## src/shared/cas_pkg.sv

```systemverilog
// Package for the clock alarm and status register bank.
// Assumes an 8-bit register address space reached by the serial port engine.
package cas_pkg;
    ////////////////////////////////////////////////////////////////////////////
    // Register offsets
    localparam logic [7:0] CAS_ADDR_DIV_MID = 8'h2F;
    localparam logic [7:0] CAS_ADDR_DIV_LOW = 8'h30;
    localparam logic [7:0] CAS_ADDR_ACTIVE = 8'h80;
    localparam logic [7:0] CAS_ADDR_SIG_LIVE = 8'h81;
    localparam logic [7:0] CAS_ADDR_LOCK_LIVE = 8'h82;
    localparam logic [7:0] CAS_ADDR_SIG_STICKY = 8'h83;
    localparam logic [7:0] CAS_ADDR_LOCK_STICKY = 8'h84;
    localparam logic [7:0] CAS_ADDR_ID_HIGH = 8'h86;
    localparam logic [7:0] CAS_ADDR_ID_LOW_REV = 8'h87;
    ////////////////////////////////////////////////////////////////////////////
    // Reset values, reserved bits read back from these
    localparam logic [7:0] CAS_RST_DIV_MID = 8'h00;
    localparam logic [7:0] CAS_RST_DIV_LOW = 8'h09;
    localparam logic [7:0] CAS_RST_ACTIVE = 8'h20;
    localparam logic [7:0] CAS_RST_SIG_LIVE = 8'h06;
    localparam logic [7:0] CAS_RST_LOCK_LIVE = 8'h01;
    localparam logic [7:0] CAS_RST_SIG_STICKY = 8'h1F;
    localparam logic [7:0] CAS_RST_LOCK_STICKY = 8'h02;
    localparam logic [7:0] CAS_UNMAPPED_DATA = 8'h00;
    ////////////////////////////////////////////////////////////////////////////
    // Field positions
    localparam int CAS_BIT_ACTIVE = 0;
    localparam int CAS_BIT_INPUT_LOSS = 1;
    localparam int CAS_BIT_REF_LOSS = 0;
    localparam int CAS_BIT_LOCK_LIVE = 0;
    localparam int CAS_BIT_LOCK_STICKY = 1;
    ////////////////////////////////////////////////////////////////////////////
    // Identity and synchroniser
    localparam int CAS_PART_ID_W = 12;
    localparam int CAS_REV_W = 4;
    localparam logic [3:0] CAS_REV_MAX = 4'h2;
    localparam int CAS_SYNC_STAGES = 2;
endpackage

```

## src/core/cas_regs.sv

```systemverilog
// Clock alarm and status register bank with free-run divider setting.
// Assumes a serial port engine on i_ref_clk issuing byte reads and writes;
// alarm inputs come from the analog side and are synchronised here.
`timescale 1ns/1ps
// Notes on behaviour
// - The free-run divider keeps bits 15:8 at one offset and 7:0 at the next, ratio is value+1.
// - Active-input bit reads 1 while the input clock pin feeds the PLL, 0 if unselected or lost.
// - Bit 1 of the live loss register shows loss of signal on the input clock pin.
// - Bit 0 of the live loss register shows loss of signal on the reference crystal pins.
// - Bit 0 of the live lock register reads 0 when locked and 1 when unlocked.
// - Input loss sticky flag at bit 1 sets on the live alarm and holds until written 0.
// - Input loss flag drives the interrupt only with the pin enable set and its mask clear.
// - Reference loss sticky flag at bit 0 sets on the live alarm and holds until written 0.
// - Reference loss flag drives the interrupt only with the pin enable set and its mask clear.
// - Lock loss sticky flag at bit 1 sets on the live alarm and holds until written 0.
// - Lock loss flag drives the interrupt only with the pin enable set and its mask clear.
// - A 4-bit revision code sits in the low nibble beside it; codes above 0010 are reserved.
module cas_regs
    import cas_pkg::*;
#(
    parameter logic [11:0] PART_ID = 12'h5A5, // Arbitrary value
    parameter logic [3:0] REV_ID = 4'h0
) (
    input wire logic i_ref_clk, // 200 MHz reference clock
    input wire logic i_rst, // Synchronous reset, high
    input wire logic [7:0] i_reg_addr, // Register offset
    input wire logic i_reg_wr, // Write strobe, one cycle
    input wire logic [7:0] i_reg_wdata, // Write data
    input wire logic i_reg_rd, // Read strobe, one cycle
    output logic [7:0] o_reg_rdata, // Read data, registered
    output logic o_reg_rvalid, // Read data valid, one cycle
    input wire logic i_input_selected, // Input clock pin selected, async
    input wire logic i_input_signal_loss, // Input clock pin loss, async
    input wire logic i_reference_signal_loss, // Reference pins loss, async
    input wire logic i_lock_loss, // PLL unlocked, async
    input wire logic i_input_loss_mask, // Mask for input loss flag
    input wire logic i_reference_loss_mask, // Mask for reference loss flag
    input wire logic i_lock_loss_mask, // Mask for lock loss flag
    input wire logic i_int_pin_en, // Interrupt pin enable
    output logic [15:0] o_freerun_ref_divider, // Divider low 16 bits
    output logic o_int // Interrupt, active high
);
    initial begin
        if (REV_ID > CAS_REV_MAX) begin
            $error("cas_regs: REV_ID is a reserved revision code");
        end
    end

    ////////////////////////////////////////////////////////////////////////////
    // Synchronisers, first stage read by the second and by the a_ref_follow check
    logic [3:0] sync1_q;
    logic [3:0] sync2_q;
    // Reset to the documented live readings: input lost, reference ok, unlocked
    localparam logic [3:0] SYNC_RST = 4'hA;

    always_ff @(posedge i_ref_clk) begin
        if (i_rst) begin
            sync1_q <= SYNC_RST;
            sync2_q <= SYNC_RST;
        end else begin
            sync1_q <= {i_lock_loss, i_input_selected, i_input_signal_loss,
                        i_reference_signal_loss};
            sync2_q <= sync1_q;
        end
    end

    logic input_loss_live;
    logic reference_loss_live;
    logic input_selected;
    logic lock_live;
    logic input_active;
    assign reference_loss_live = sync2_q[0];
    assign input_loss_live = sync2_q[1];
    assign input_selected = sync2_q[2];
    assign lock_live = sync2_q[3];
    assign input_active = input_selected & ~input_loss_live;

    ////////////////////////////////////////////////////////////////////////////
    // Free-run divider, hardware divides by value plus one
    logic [7:0] div_mid_q;
    logic [7:0] div_low_q;

    always_ff @(posedge i_ref_clk) begin
        if (i_rst) begin
            div_mid_q <= CAS_RST_DIV_MID;
            div_low_q <= CAS_RST_DIV_LOW;
        end else if (i_reg_wr) begin
            if (i_reg_addr == CAS_ADDR_DIV_MID) begin
                div_mid_q <= i_reg_wdata;
            end
            if (i_reg_addr == CAS_ADDR_DIV_LOW) begin
                div_low_q <= i_reg_wdata;
            end
        end
    end

    assign o_freerun_ref_divider = {div_mid_q, div_low_q};

    ////////////////////////////////////////////////////////////////////////////
    // Sticky flags: [1] input loss, [0] reference loss, and lock loss
    logic [1:0] sig_flags;
    logic [0:0] lock_flag;
    logic sig_wr;
    logic lock_wr;
    assign sig_wr = i_reg_wr && (i_reg_addr == CAS_ADDR_SIG_STICKY);
    assign lock_wr = i_reg_wr && (i_reg_addr == CAS_ADDR_LOCK_STICKY);

    cas_sticky_flags #(
        .W(2),
        .RST_VAL(CAS_RST_SIG_STICKY[1:0])
    ) u_sig_flags (
        .i_ref_clk(i_ref_clk),
        .i_rst(i_rst),
        .i_set({input_loss_live, reference_loss_live}),
        .i_wr(sig_wr),
        .i_wdata(i_reg_wdata[1:0]),
        .o_flags(sig_flags)
    );

    cas_sticky_flags #(
        .W(1),
        .RST_VAL(CAS_RST_LOCK_STICKY[CAS_BIT_LOCK_STICKY])
    ) u_lock_flag (
        .i_ref_clk(i_ref_clk),
        .i_rst(i_rst),
        .i_set(lock_live),
        .i_wr(lock_wr),
        .i_wdata(i_reg_wdata[CAS_BIT_LOCK_STICKY]),
        .o_flags(lock_flag)
    );

    ////////////////////////////////////////////////////////////////////////////
    // Interrupt, registered so the pin never glitches on mask changes
    logic int_d;
    assign int_d = i_int_pin_en & (
        (sig_flags[CAS_BIT_INPUT_LOSS] & ~i_input_loss_mask) |
        (sig_flags[CAS_BIT_REF_LOSS] & ~i_reference_loss_mask) |
        (lock_flag[0] & ~i_lock_loss_mask));

    always_ff @(posedge i_ref_clk) begin
        if (i_rst) begin
            o_int <= 1'b0;
        end else begin
            o_int <= int_d;
        end
    end

    ////////////////////////////////////////////////////////////////////////////
    // Read path; reserved bits come from the reset images
    function automatic logic [7:0] merge(input logic [7:0] rst_img, input logic [7:0] mask,
                                         input logic [7:0] live);
        merge = (rst_img & ~mask) | (live & mask);
    endfunction

    always_ff @(posedge i_ref_clk) begin
        if (i_rst) begin
            o_reg_rdata <= CAS_UNMAPPED_DATA;
            o_reg_rvalid <= 1'b0;
        end else begin
            o_reg_rvalid <= i_reg_rd;
            if (i_reg_rd) begin
                unique case (i_reg_addr)
                    CAS_ADDR_DIV_MID: o_reg_rdata <= div_mid_q;
                    CAS_ADDR_DIV_LOW: o_reg_rdata <= div_low_q;
                    CAS_ADDR_ACTIVE: o_reg_rdata <= merge(CAS_RST_ACTIVE, 8'h01,
                        {7'h00, input_active});
                    CAS_ADDR_SIG_LIVE: o_reg_rdata <= merge(CAS_RST_SIG_LIVE, 8'h03,
                        {6'h00, input_loss_live, reference_loss_live});
                    CAS_ADDR_LOCK_LIVE: o_reg_rdata <= merge(CAS_RST_LOCK_LIVE, 8'h01,
                        {7'h00, lock_live});
                    CAS_ADDR_SIG_STICKY: o_reg_rdata <= merge(CAS_RST_SIG_STICKY, 8'h03,
                        {6'h00, sig_flags});
                    CAS_ADDR_LOCK_STICKY: o_reg_rdata <= merge(CAS_RST_LOCK_STICKY, 8'h02,
                        {6'h00, lock_flag, 1'b0});
                    CAS_ADDR_ID_HIGH: o_reg_rdata <= PART_ID[11:4];
                    CAS_ADDR_ID_LOW_REV: o_reg_rdata <= {PART_ID[3:0], REV_ID};
                    default: o_reg_rdata <= CAS_UNMAPPED_DATA;
                endcase
            end
        end
    end

    ////////////////////////////////////////////////////////////////////////////
    // Assertions
    property p_div_write;
        @(posedge i_ref_clk) disable iff (i_rst)
        (i_reg_wr && i_reg_addr == CAS_ADDR_DIV_LOW)
            |=> o_freerun_ref_divider[7:0] == $past(i_reg_wdata);
    endproperty
    a_div_write: assert property (p_div_write) else $error("divider low not written");

    property p_active_read;
        @(posedge i_ref_clk) disable iff (i_rst)
        (i_reg_rd && i_reg_addr == CAS_ADDR_ACTIVE)
            |=> o_reg_rvalid && o_reg_rdata == {7'h10, $past(input_selected & ~input_loss_live)};
    endproperty
    a_active_read: assert property (p_active_read) else $error("active read wrong");

    property p_live_read;
        @(posedge i_ref_clk) disable iff (i_rst)
        (i_reg_rd && i_reg_addr == CAS_ADDR_SIG_LIVE)
            |=> o_reg_rdata == {6'h01, $past(sync2_q[1]), $past(sync2_q[0])};
    endproperty
    a_live_read: assert property (p_live_read) else $error("live loss read wrong");

    property p_ref_follow;
        @(posedge i_ref_clk) disable iff (i_rst)
        $rose(sync1_q[0]) |=> reference_loss_live;
    endproperty
    a_ref_follow: assert property (p_ref_follow) else $error("reference loss lost");

    property p_lock_read;
        @(posedge i_ref_clk) disable iff (i_rst)
        (i_reg_rd && i_reg_addr == CAS_ADDR_LOCK_LIVE)
            |=> o_reg_rdata == {7'h00, $past(lock_live)};
    endproperty
    a_lock_read: assert property (p_lock_read) else $error("lock read wrong");

    property p_input_sticky;
        @(posedge i_ref_clk) disable iff (i_rst)
        (input_loss_live || (sig_flags[CAS_BIT_INPUT_LOSS] && !(sig_wr && !i_reg_wdata[1])))
            |=> sig_flags[CAS_BIT_INPUT_LOSS];
    endproperty
    a_input_sticky: assert property (p_input_sticky) else $error("input flag dropped");

    property p_ref_clear;
        @(posedge i_ref_clk) disable iff (i_rst)
        (sig_wr && !i_reg_wdata[0] && !reference_loss_live) |=> !sig_flags[CAS_BIT_REF_LOSS];
    endproperty
    a_ref_clear: assert property (p_ref_clear) else $error("reference flag not cleared");

    property p_lock_sticky;
        @(posedge i_ref_clk) disable iff (i_rst)
        (lock_live && lock_wr && !i_reg_wdata[1]) |=> lock_flag[0];
    endproperty
    a_lock_sticky: assert property (p_lock_sticky) else $error("lock set lost to clear");

    property p_int_gate;
        @(posedge i_ref_clk) disable iff (i_rst)
        (!i_int_pin_en || (i_input_loss_mask && i_reference_loss_mask && i_lock_loss_mask))
            |=> !o_int;
    endproperty
    a_int_gate: assert property (p_int_gate) else $error("interrupt not gated");

    property p_int_ref;
        @(posedge i_ref_clk) disable iff (i_rst)
        (i_int_pin_en && sig_flags[0] && !i_reference_loss_mask) |=> o_int;
    endproperty
    a_int_ref: assert property (p_int_ref) else $error("reference interrupt missing");

    property p_int_lock;
        @(posedge i_ref_clk) disable iff (i_rst)
        (i_int_pin_en && lock_flag[0] && !i_lock_loss_mask) |=> o_int;
    endproperty
    a_int_lock: assert property (p_int_lock) else $error("lock interrupt missing");

    property p_id_read;
        @(posedge i_ref_clk) disable iff (i_rst)
        (i_reg_rd && i_reg_addr == CAS_ADDR_ID_LOW_REV)
            |=> o_reg_rdata == {PART_ID[3:0], REV_ID};
    endproperty
    a_id_read: assert property (p_id_read) else $error("identifier read wrong");

    property p_keep_on_one;
        @(posedge i_ref_clk) disable iff (i_rst)
        (sig_wr && i_reg_wdata[1:0] == 2'b11)
            |=> sig_flags == ($past(sig_flags) | $past(sync2_q[1:0]));
    endproperty
    a_keep_on_one: assert property (p_keep_on_one) else $error("write one changed flag");

    property p_ro_write;
        @(posedge i_ref_clk) disable iff (i_rst)
        (i_reg_wr && i_reg_addr == CAS_ADDR_ID_HIGH) |=> $stable(o_freerun_ref_divider);
    endproperty
    a_ro_write: assert property (p_ro_write) else $error("read-only write had effect");
endmodule

```

## src/core/cas_sticky_flags.sv

```systemverilog
// Sticky alarm flags: set by a live level, cleared by writing zero.
// Assumes the set inputs are already synchronised to i_ref_clk.
`timescale 1ns/1ps
module cas_sticky_flags #(
    parameter int W = 2,
    parameter logic [W-1:0] RST_VAL = '1
) (
    input wire logic i_ref_clk, // Reference clock
    input wire logic i_rst, // Synchronous reset, high
    input wire logic [W-1:0] i_set, // Live alarm levels
    input wire logic i_wr, // Write strobe to this register
    input wire logic [W-1:0] i_wdata, // Zero bits clear, one bits keep
    output logic [W-1:0] o_flags // Held flags
);
    initial begin
        if (W < 1) begin
            $error("cas_sticky_flags: W must be at least 1");
        end
    end

    // A set in the clearing cycle wins so no alarm is lost
    always_ff @(posedge i_ref_clk) begin
        if (i_rst) begin
            o_flags <= RST_VAL;
        end else if (i_wr) begin
            o_flags <= (o_flags & i_wdata) | i_set;
        end else begin
            o_flags <= o_flags | i_set;
        end
    end
endmodule

```

## config.mk

```make
export PLATFORM = sky130hd
export DESIGN_NAME = cas_regs
export DESIGN_NICKNAME = d
export VERILOG_FILES = /design/src/shared/cas_pkg.sv /design/src/core/cas_regs.sv /design/src/core/cas_sticky_flags.sv
export SDC_FILE = /design/constraint.sdc
export NUM_CORES = 1
export LEC_CHECK = 0
export ABC_AREA = 1
export BUFFER_PORTS_ARGS = -buffer_cell sky130_fd_sc_hd__buf_2
export CAP_MARGIN = 5
export CORE_ASPECT_RATIO = 0.75
export CORE_MARGIN = 3
export CORE_UTILIZATION = 45
export DETAILED_ROUTE_END_ITERATION = 6
export PLACE_DENSITY = 0.72
export SKIP_LAST_GASP = 1
export SLEW_MARGIN = 10
export SYNTH_ARGS = -nofsm -noshare
export SYNTH_HDL_FRONTEND = slang
export SYNTH_HIERARCHICAL = 1
export SYNTH_SLANG_ARGS = --single-unit
```

## constraint.sdc

```tcl
create_clock -name i_ref_clk -period 1.4 [get_ports i_ref_clk]
set_clock_uncertainty 0.15 [all_clocks]
set_input_delay 0.14 -clock i_ref_clk [delete_from_list [all_inputs] [get_ports i_ref_clk]]
set_output_delay 0.14 -clock i_ref_clk [all_outputs]
set_load 0.005 [all_outputs]
```

==> results.cfg, run 1 <==
[yosys]
syn_area_per_cell_sq_um = 7.172
syn_nets = 267
synth_edf_count = 0
syn-cell-area_sq_um = 1714
seq_area_frac_synth_pct = 43.21
synth_top_area_cell = dfxtp_1
synth_ff_type = dfxtp_1
synth_top_area_share_pct = 43.21
ys_seq_elements = 37
yosys-top-cells-area = dfxtp_1 43%, nand2_1 14%, nand3_1 7.6%
yosysWarnings = 6
syn-instance-count = 239
synth_async_sr_flop_share_pct = 0
synth.top_cells.by_count = 62 x nand2_1, 37 x dfxtp_1, 26 x nand3_1
yosysUniqueCellTypes = 27
yosysMostFrequentCell = nand2_1

[detailed_routing]
detail_route.wl_per_cell_microns = 11.93
drtPass1Iterations = 5
num_vias = 1720
dr.first_iter.drc_count = 80
antenna_left = 0
wl_microns = 4330
route.detailed.drc = 0
viasPerCell = 4.738

[critical_path]
worstPathMaxFanout = 13
critPathTopFamily = buffers and inverters
arrival_ps = 1320
reg2reg_slack_ps = 330
r2r_start = div_mid_q[0]
max_stage_delay_ps = 530
worst-path-buf-inv = 3
crit_start = i_rst
worstSetupEndpointType = flop
cp_slowest_cell = dlygate4sd3_1
startpoint_type = primary input
required_ps = 1430
path_cells = dlygate4sd3_1 -> buf_2 -> buf_4 -> or2_2
crit_type = in2reg

[placement]
gp_congestion = 0.8459
io_buffers = 53
hpwl_microns = 3155
dp_slack_ps = -31.08

[cts]
clkSinkCount = 37
htreeDepth = 2
clk_pin_slew_ps = 70
cts_root_buf = clkbuf_8
cts_tree = built
clockBufferDepth = 2
post_cts_buffers = 0
numCtsBuffers = 5
insertion_delay_ps = 290

[floorplan]
die_w_microns = 77.27
rows = 18
core-area_sq_um = 3468
io-pin-count = 54
initial_core_util_pct = 49.42
die_area_sq_um = 4593
die_height_microns = 59.45

[timing]
fin_crit_sh_pct = 92.37
slew_headroom_pct = 82.39
hold_viol = 0
hold-worst-slack_ps = 3.106
final-setup-viol-count = 0
fin_crit_ps = 1293
tns_ps = 0
fmax_ghz = 0.7733
rsz0062_at_grt = false
setup_slack_ps = 106.8
final_max_slew_viol_count = 0
tightest_slew_ps = 263.1

[global_route]
grt_pass1_wl_microns = 7141
grt_use_total_pct = 19.88
grt_overflow = 0
grt_max_degree = 14
antenna_found_initial = 0
grt_pass1_vias = 1533

[finish]
layout.nets = 340
fin_util_pct = 66.05
layout-drive-gt1-share_pct = 30.03
synthToLayoutAreaGrowth_pct = 33.65
antennaDiodeCount = 0

[power_and_ir_drop]
peakVddDrop_v = 0.0006559
power.leakage_uw = 0.001126
power_density_nw_per_um2 = 956.4

[flow_run]
drv_cap = 0

[min_path]
hp-class = in2reg
worstHoldStart = i_reg_wdata[1]

[run_status]
status = complete, no violations
==> stage by stage <==
step / std cells / cell area (sq um) / power, uW
2_1_floorplan: 239 / 1714 / 1184
3_3_place_gp: 342 / 2046 / 1255
3_5_place_dp: 342 / 2046 / 1257
4_1_cts: 363 / 2287 / 2195
5_1_grt: 363 / 2291 / 2271
6_report: 363 / 2291 / 2191
==> metal layers <==
| metal | global-route usage (%) | vias to the layer above | routed length, microns |
|---|---|---|---|
| li1 | - | 895 | - |
| met1 | 28.52 | 738 | 2192 |
| met2 | 29.15 | 77 | 1707 |
| met3 | 5.775 | 10 | 380 |
| met4 | 5.330 | 0 | 51 |
| met5 | 0 | - | 0 |
==> cell type report <==
class / count / area (sq um)
Clock buffer: 6 / 72.57
Sequential cell: 37 / 740.7
Inverter: 30 / 116.4
Multi-Input combinational cell: 163 / 784.5
Timing Repair Buffer: 75 / 475.5
Clock inverter: 2 / 38.79
Tap cell: 50 / 62.56
Fill cell: 338 / 1177
==> timing repair <==
action | in CTS | in global routing
resized for setup | 0 | 1
endpoints found under the hold margin | 22 | 0
hold buffers | 13 | 0
endpoints found under the setup margin | 0 | 1
==> state kept, by name (all words and copies together) (netlist names) <==
| register | flops |
|---|---|
| sync2_q | 4 |
| div_mid_q | 8 |
| o_int | 1 |
| div_low_q | 8 |
| o_reg_rvalid | 1 |
| o_reg_rdata | 8 |
| u_lock_flag/o_flags | 1 |
| u_sig_flags/o_flags | 2 |
| sync1_q | 4 |
==> worst register-to-register path, stage by stage, from the launching register on <==
cell     delay, ps
dfxtp_1        370
nand3_1         90
nand2_1        100
nor2_1          50
nand2_1         70
nand2_1         50
a21oi_1        130
==> worst paths after layout <==
path	end	cells past startpoint
max	sync2_q[1]	4
min	div_low_q[1]	3
max reg2reg	o_reg_rdata[0]	6
min reg2reg	sync2_q[2]	2
==> logic make-up after synthesis <==
| family | count (synthesis) | share of synthesized area (%) |
|---|---|---|
| AND/OR/NAND/NOR | 133 | 35.84 |
| AO/OA/AOI/OAI | 30 | 9.927 |
| buffers and inverters | 39 | 11.02 |
| flip-flops | 37 | 43.21 |
==> cells in the final DEF, fill, tap and decap left out, types with 3 or more instances in the layout <==
| cell | count |
|---|---|
| a21oi_1 | 17 |
| inv_1 | 24 |
| clkbuf_8 | 5 |
| nand2_2 | 5 |
| o21ai_0 | 5 |
| nand3_1 | 26 |
| dfxtp_1 | 37 |
| dlygate4sd3_1 | 13 |
| nand4_1 | 3 |
| nand2_1 | 62 |
| buf_4 | 8 |
| buf_2 | 53 |
| inv_2 | 4 |
| or2_2 | 4 |
| nor2_4 | 4 |
| nor2_1 | 25 |
==> where the power goes <==
part | switching [uW] | internal (uW)
clock | 394 | 535
sequential | 4.94 | 1070
combinational | 102 | 88.0
total | 501 | 1690
No activity file was read; power rests on OpenSTA's default activity.
==> run 2: changes to the inputs <==
Settings changed: GPL_TIMING_DRIVEN set to 0, PLACE_DENSITY 0.72 to 0.77.
==> results.cfg, run 2 (synthesis results as in run 1) <==
[global_route]
grt_max_degree = 13
grt_pass1_wl_microns = 6913
antenna_found_initial = 0
grt_pass1_vias = 1510
grt_overflow = 0
grt_use_total_pct = 19.60

[cts]
clkSinkCount = 37
insertion_delay_ps = 290
ctsResizeCount = 0
cts_root_buf = clkbuf_8
clockBufferDepth = 2
cts_tree = built
numCtsBuffers = 5
clk_pin_slew_ps = 70
htreeDepth = 2

[min_path]
hp-class = in2reg

[floorplan]
rows = 18
core-area_sq_um = 3468
die_area_sq_um = 4593
initial_core_util_pct = 49.42
die_height_microns = 59.45
die_w_microns = 77.27
io-pin-count = 54

[finish]
top_regs = div_low_q x8, div_mid_q x8, o_reg_rdata x8
synthToLayoutAreaGrowth_pct = 35.40
layout.nets = 344
fillCellCount = 306
layout-drive-gt1-share_pct = 29.65
layout_common_cells = 62 x nand2_1, 53 x buf_2, 37 x dfxtp_1, 26 x nand3_1
fin_area_sq_um = 2321
mostFrequentLayoutCell = nand2_1
antennaDiodeCount = 0

[critical_path]
critPathTopFamily = simple AND/OR/NAND/NOR gates
worstPathMaxFanout = 10
cp_slowest_cell = nor2_4
startpoint_type = primary input
crit_type = in2reg
worstSetupEndpointType = flop
crit_top_cell = nor2_4
arrival_ps = 1340
max_stage_delay_ps = 210
worst-path-buf-inv = 4
required_ps = 1420
path_cells = buf_2 -> inv_1 -> nand2_2 -> nor2_4 -> nand2_4 -> nor2_4 -> inv_2 -> buf_6 -> o21ai_1 -> a21oi_1

[detailed_routing]
dr.first_iter.drc_count = 116
num_vias = 1726
antenna_left = 0
wl_microns = 4464
viasPerCell = 4.703
detail_route.wl_per_cell_microns = 12.16
route.detailed.drc = 0
drtPass1Iterations = 6

[power_and_ir_drop]
peakVddDrop_v = 0.0007507
power.leakage_uw = 0.001147
total_power_uw = 2186
power_density_nw_per_um2 = 941.8

[flow_run]
drv_cap = 0

[run_status]
status = complete, no violations

[timing]
fin_crit_sh_pct = 94.16
final_max_slew_viol_count = 0
tightest_slew_ps = 554.9
tns_ps = 0
hold_viol = 0
final-setup-viol-count = 0
fin_crit_ps = 1318
slew_headroom_pct = 63.00
fmax_ghz = 0.7586
hold-worst-slack_ps = 1.868

[placement]
gp_congestion = 0.9080
hpwl_microns = 3122
io_buffers = 51
placed_cell_area_sq_um = 2032
[run 2: final cells by class]
| cell class | count | area (sq um) | area share (%) |
|---|---|---|---|
| multi-input combinational | 163 | 784.5 | 33.80 |
| sequential | 37 | 740.7 | 31.91 |
| timing repair buffer | 70 | 432.9 | 18.65 |
| inverter | 30 | 112.6 | 4.852 |
| buffer | 9 | 76.32 | 3.288 |
| clock buffer | 6 | 72.57 | 3.127 |
| tap | 50 | 62.56 | 2.695 |
| clock inverter | 2 | 38.79 | 1.671 |
[run 2: where the power goes]
group | internal, uW | switching (uW) | leakage (uW) | total [uW]
clock network | 535 | 384 | 0.0000554 | 919
logic | 90.6 | 104 | 0.000791 | 195
registers | 1070 | 5.38 | 0.000301 | 1070
[run 2: tightest hold or removal path, stage by stage]
cell and delay (ps):
buf_2 80, buf_4 130, a21oi_2 30
[run 2: repair_timing]
action                     in CTS  in global routing
hold endpoints to repair       20                  0
buffers inserted                0                  5
setup endpoints to repair       0                  1
hold buffers                   14                  0
[run 2: stage by stage]
| step | util, % | cells | setup WS, ps |
|---|---|---|---|
| floorplan | - | 239 | 136.2 |
| global placement | 58.59 | 340 | -137.1 |
| detailed placement | 58.59 | 340 | -150.3 |
| CTS | 65.84 | 362 | 115.0 |
| global route | 66.92 | 367 | -32.83 |
| finish | 66.92 | 367 | 81.82 |
[run 2: per-layer routing]
metal | GRT usage, % | share of wire [%] | vias to the layer above
li1 | - | - | 905
met1 | 27.51 | 48 | 727
met2 | 28.54 | 41 | 86
met3 | 5.927 | 9.7 | 8
met4 | 6.853 | 1.1 | 0
met5 | 0 | 0 | -
[run 2: worst paths after layout]
kind	startpoint	end	slack [ps]	cells after the start
max reg2reg	sync2_q[1]	o_reg_rdata[0]	280	7
max	i_reg_addr[1]	div_low_q[7]	80	10
min reg2reg	sync1_q[2]	sync2_q[2]	250	2
min	i_rst	o_reg_rdata[2]	2	3
==> run 3: changes to the inputs <==
Settings changed: CELL_PAD_IN_SITES_DETAIL_PLACEMENT set to 0, CELL_PAD_IN_SITES_GLOBAL_PLACEMENT set to 1, CORE_UTILIZATION 45 to 35, GPL_ROUTABILITY_DRIVEN set to 0, PLACE_DENSITY 0.77 to 0.83.
==> results.cfg, run 3 (synthesis results as in run 1) <==
[run_status]
status = complete, no violations

[critical_path]
arrival_ps = 1250
startpoint_type = primary input
worstPathMaxFanout = 10
crit_type = in2reg
worstSetupEndpointType = flop
required_ps = 1430

[power_and_ir_drop]
peakVddDrop_v = 0.0004472
power_density_nw_per_um2 = 954.6
total_power_uw = 2195
power.leakage_uw = 0.001126

[placement]
dp_slack_ps = -173.4
placed_cells = 347
io_buffers = 51
hpwl_microns = 3413

[cts]
clk_pin_slew_ps = 80
cts_tree = built
insertion_delay_ps = 290
ctsResizeCount = 0
htreeDepth = 2
cts_root_buf = clkbuf_8
clockBufferDepth = 2
clkSinkCount = 37
numCtsBuffers = 5

[finish]
mostFrequentLayoutCell = nand2_1
fillCellCount = 472
instances_no_fill = 370
layout_common_cells = 62 x nand2_1, 53 x buf_2, 37 x dfxtp_1, 26 x nand3_1
antennaDiodeCount = 0
layout.nets = 340
top_regs = div_low_q x8, div_mid_q x8, o_reg_rdata x8
layout-drive-gt1-share_pct = 28.75
synthToLayoutAreaGrowth_pct = 34.16

[floorplan]
rows = 21
die_w_microns = 86.81
initial_core_util_pct = 37.28
io-pin-count = 54
die_area_sq_um = 5782
die_height_microns = 66.61
core-area_sq_um = 4598

[timing]
setup_slack_ps = 186.9
fin_crit_sh_pct = 86.65
fin_crit_ps = 1213
final-setup-viol-count = 0
hold_viol = 0
rsz0062_at_grt = false
tightest_slew_ps = 524.0
slew_headroom_pct = 65.07
fmax_ghz = 0.8243
hold-worst-slack_ps = 1.187
final_max_slew_viol_count = 0

[global_route]
grt_max_degree = 13
grt_pass1_wl_microns = 7445
antenna_found_initial = 0
grt_use_total_pct = 16.92
grt_pass1_vias = 1611
grt_overflow = 0

[flow_run]
drv_cap = 0

[detailed_routing]
wl_microns = 4635
antenna_left = 0
dr.first_iter.drc_count = 68
drtPass1Iterations = 4
num_vias = 1702
detail_route.wl_per_cell_microns = 12.53
route.detailed.drc = 0
viasPerCell = 4.600

[min_path]
hp-class = in2reg
==> run 3: cell types whose count changed in the layout (fill, tap and decap cells not counted) <==
cell,before,now
buf_4,6,2
==> run 3: area by class of cell <==
type	count	area (sq um)	share of cell area, %
multi-input combinational	163	784.5	34.11
timing repair buffer	66	402.9	17.52
inverter	30	112.6	4.897
tap	57	71.32	3.101
buffer	9	76.32	3.319
clock inverter	2	38.79	1.687
clock buffer	6	72.57	3.156
sequential	37	740.7	32.21
==> run 3: final timing paths <==
check                                     from              to  slack, ps  depth (start not counted)
worst min register to register      sync1_q[0]      sync2_q[0]        250                          2
worst max-delay path             i_reg_addr[1]    div_low_q[1]        190                         10
worst min-delay path            i_reg_wdata[1]    div_mid_q[1]          1                          3
worst max register to register    div_mid_q[1]  o_reg_rdata[1]        290                          6
==> run 3: metal layers <==
| layer | up-vias | track usage (%) | part of all wire, % |
|---|---|---|---|
| met4 | 0 | 5.837 | 1.2 |
| met5 | - | 0 | 0 |
| li1 | 895 | - | - |
| met3 | 7 | 4.326 | 6.6 |
| met2 | 45 | 25.38 | 40 |
| met1 | 755 | 23.37 | 52 |
==> run 3: per-stage QoR <==
step | utilization (%) | cell area [sq um] | TNS (ps)
finish | 50.01 | 2300 | 0
detailed placement | 44.38 | 2041 | -2699
global route | 50.01 | 2300 | 0
CTS | 49.85 | 2292 | 0
floorplan | - | 1714 | 0
global placement | 44.38 | 2041 | -1887
==> run 3: where the power goes <==
part / total [uW] / switching (uW) / internal [uW] / leakage [uW]
registers: 1070 / 5.01 / 1070 / 0.000301
clock network: 932 / 398 / 535 / 0.0000554
logic: 191 / 104 / 87.3 / 0.000770
==> run 3: critical path, cell delays in order <==
cell and delay (ps):
buf_2 110, inv_1 110, nand2_2 90, nor2_4 180, nand2_4 100, nor2_4 170
inv_2 60, buf_6 140, nor2_1 100, nor2_1 60
==> run 3: what timing repair did <==
| item | 4_1_cts | 5_1_grt |
|---|---|---|
| hold buffers | 14 | 0 |
| setup buffers | 0 | 1 |
| endpoints found under the hold margin | 22 | 0 |
| endpoints found under the setup margin | 0 | 5 |
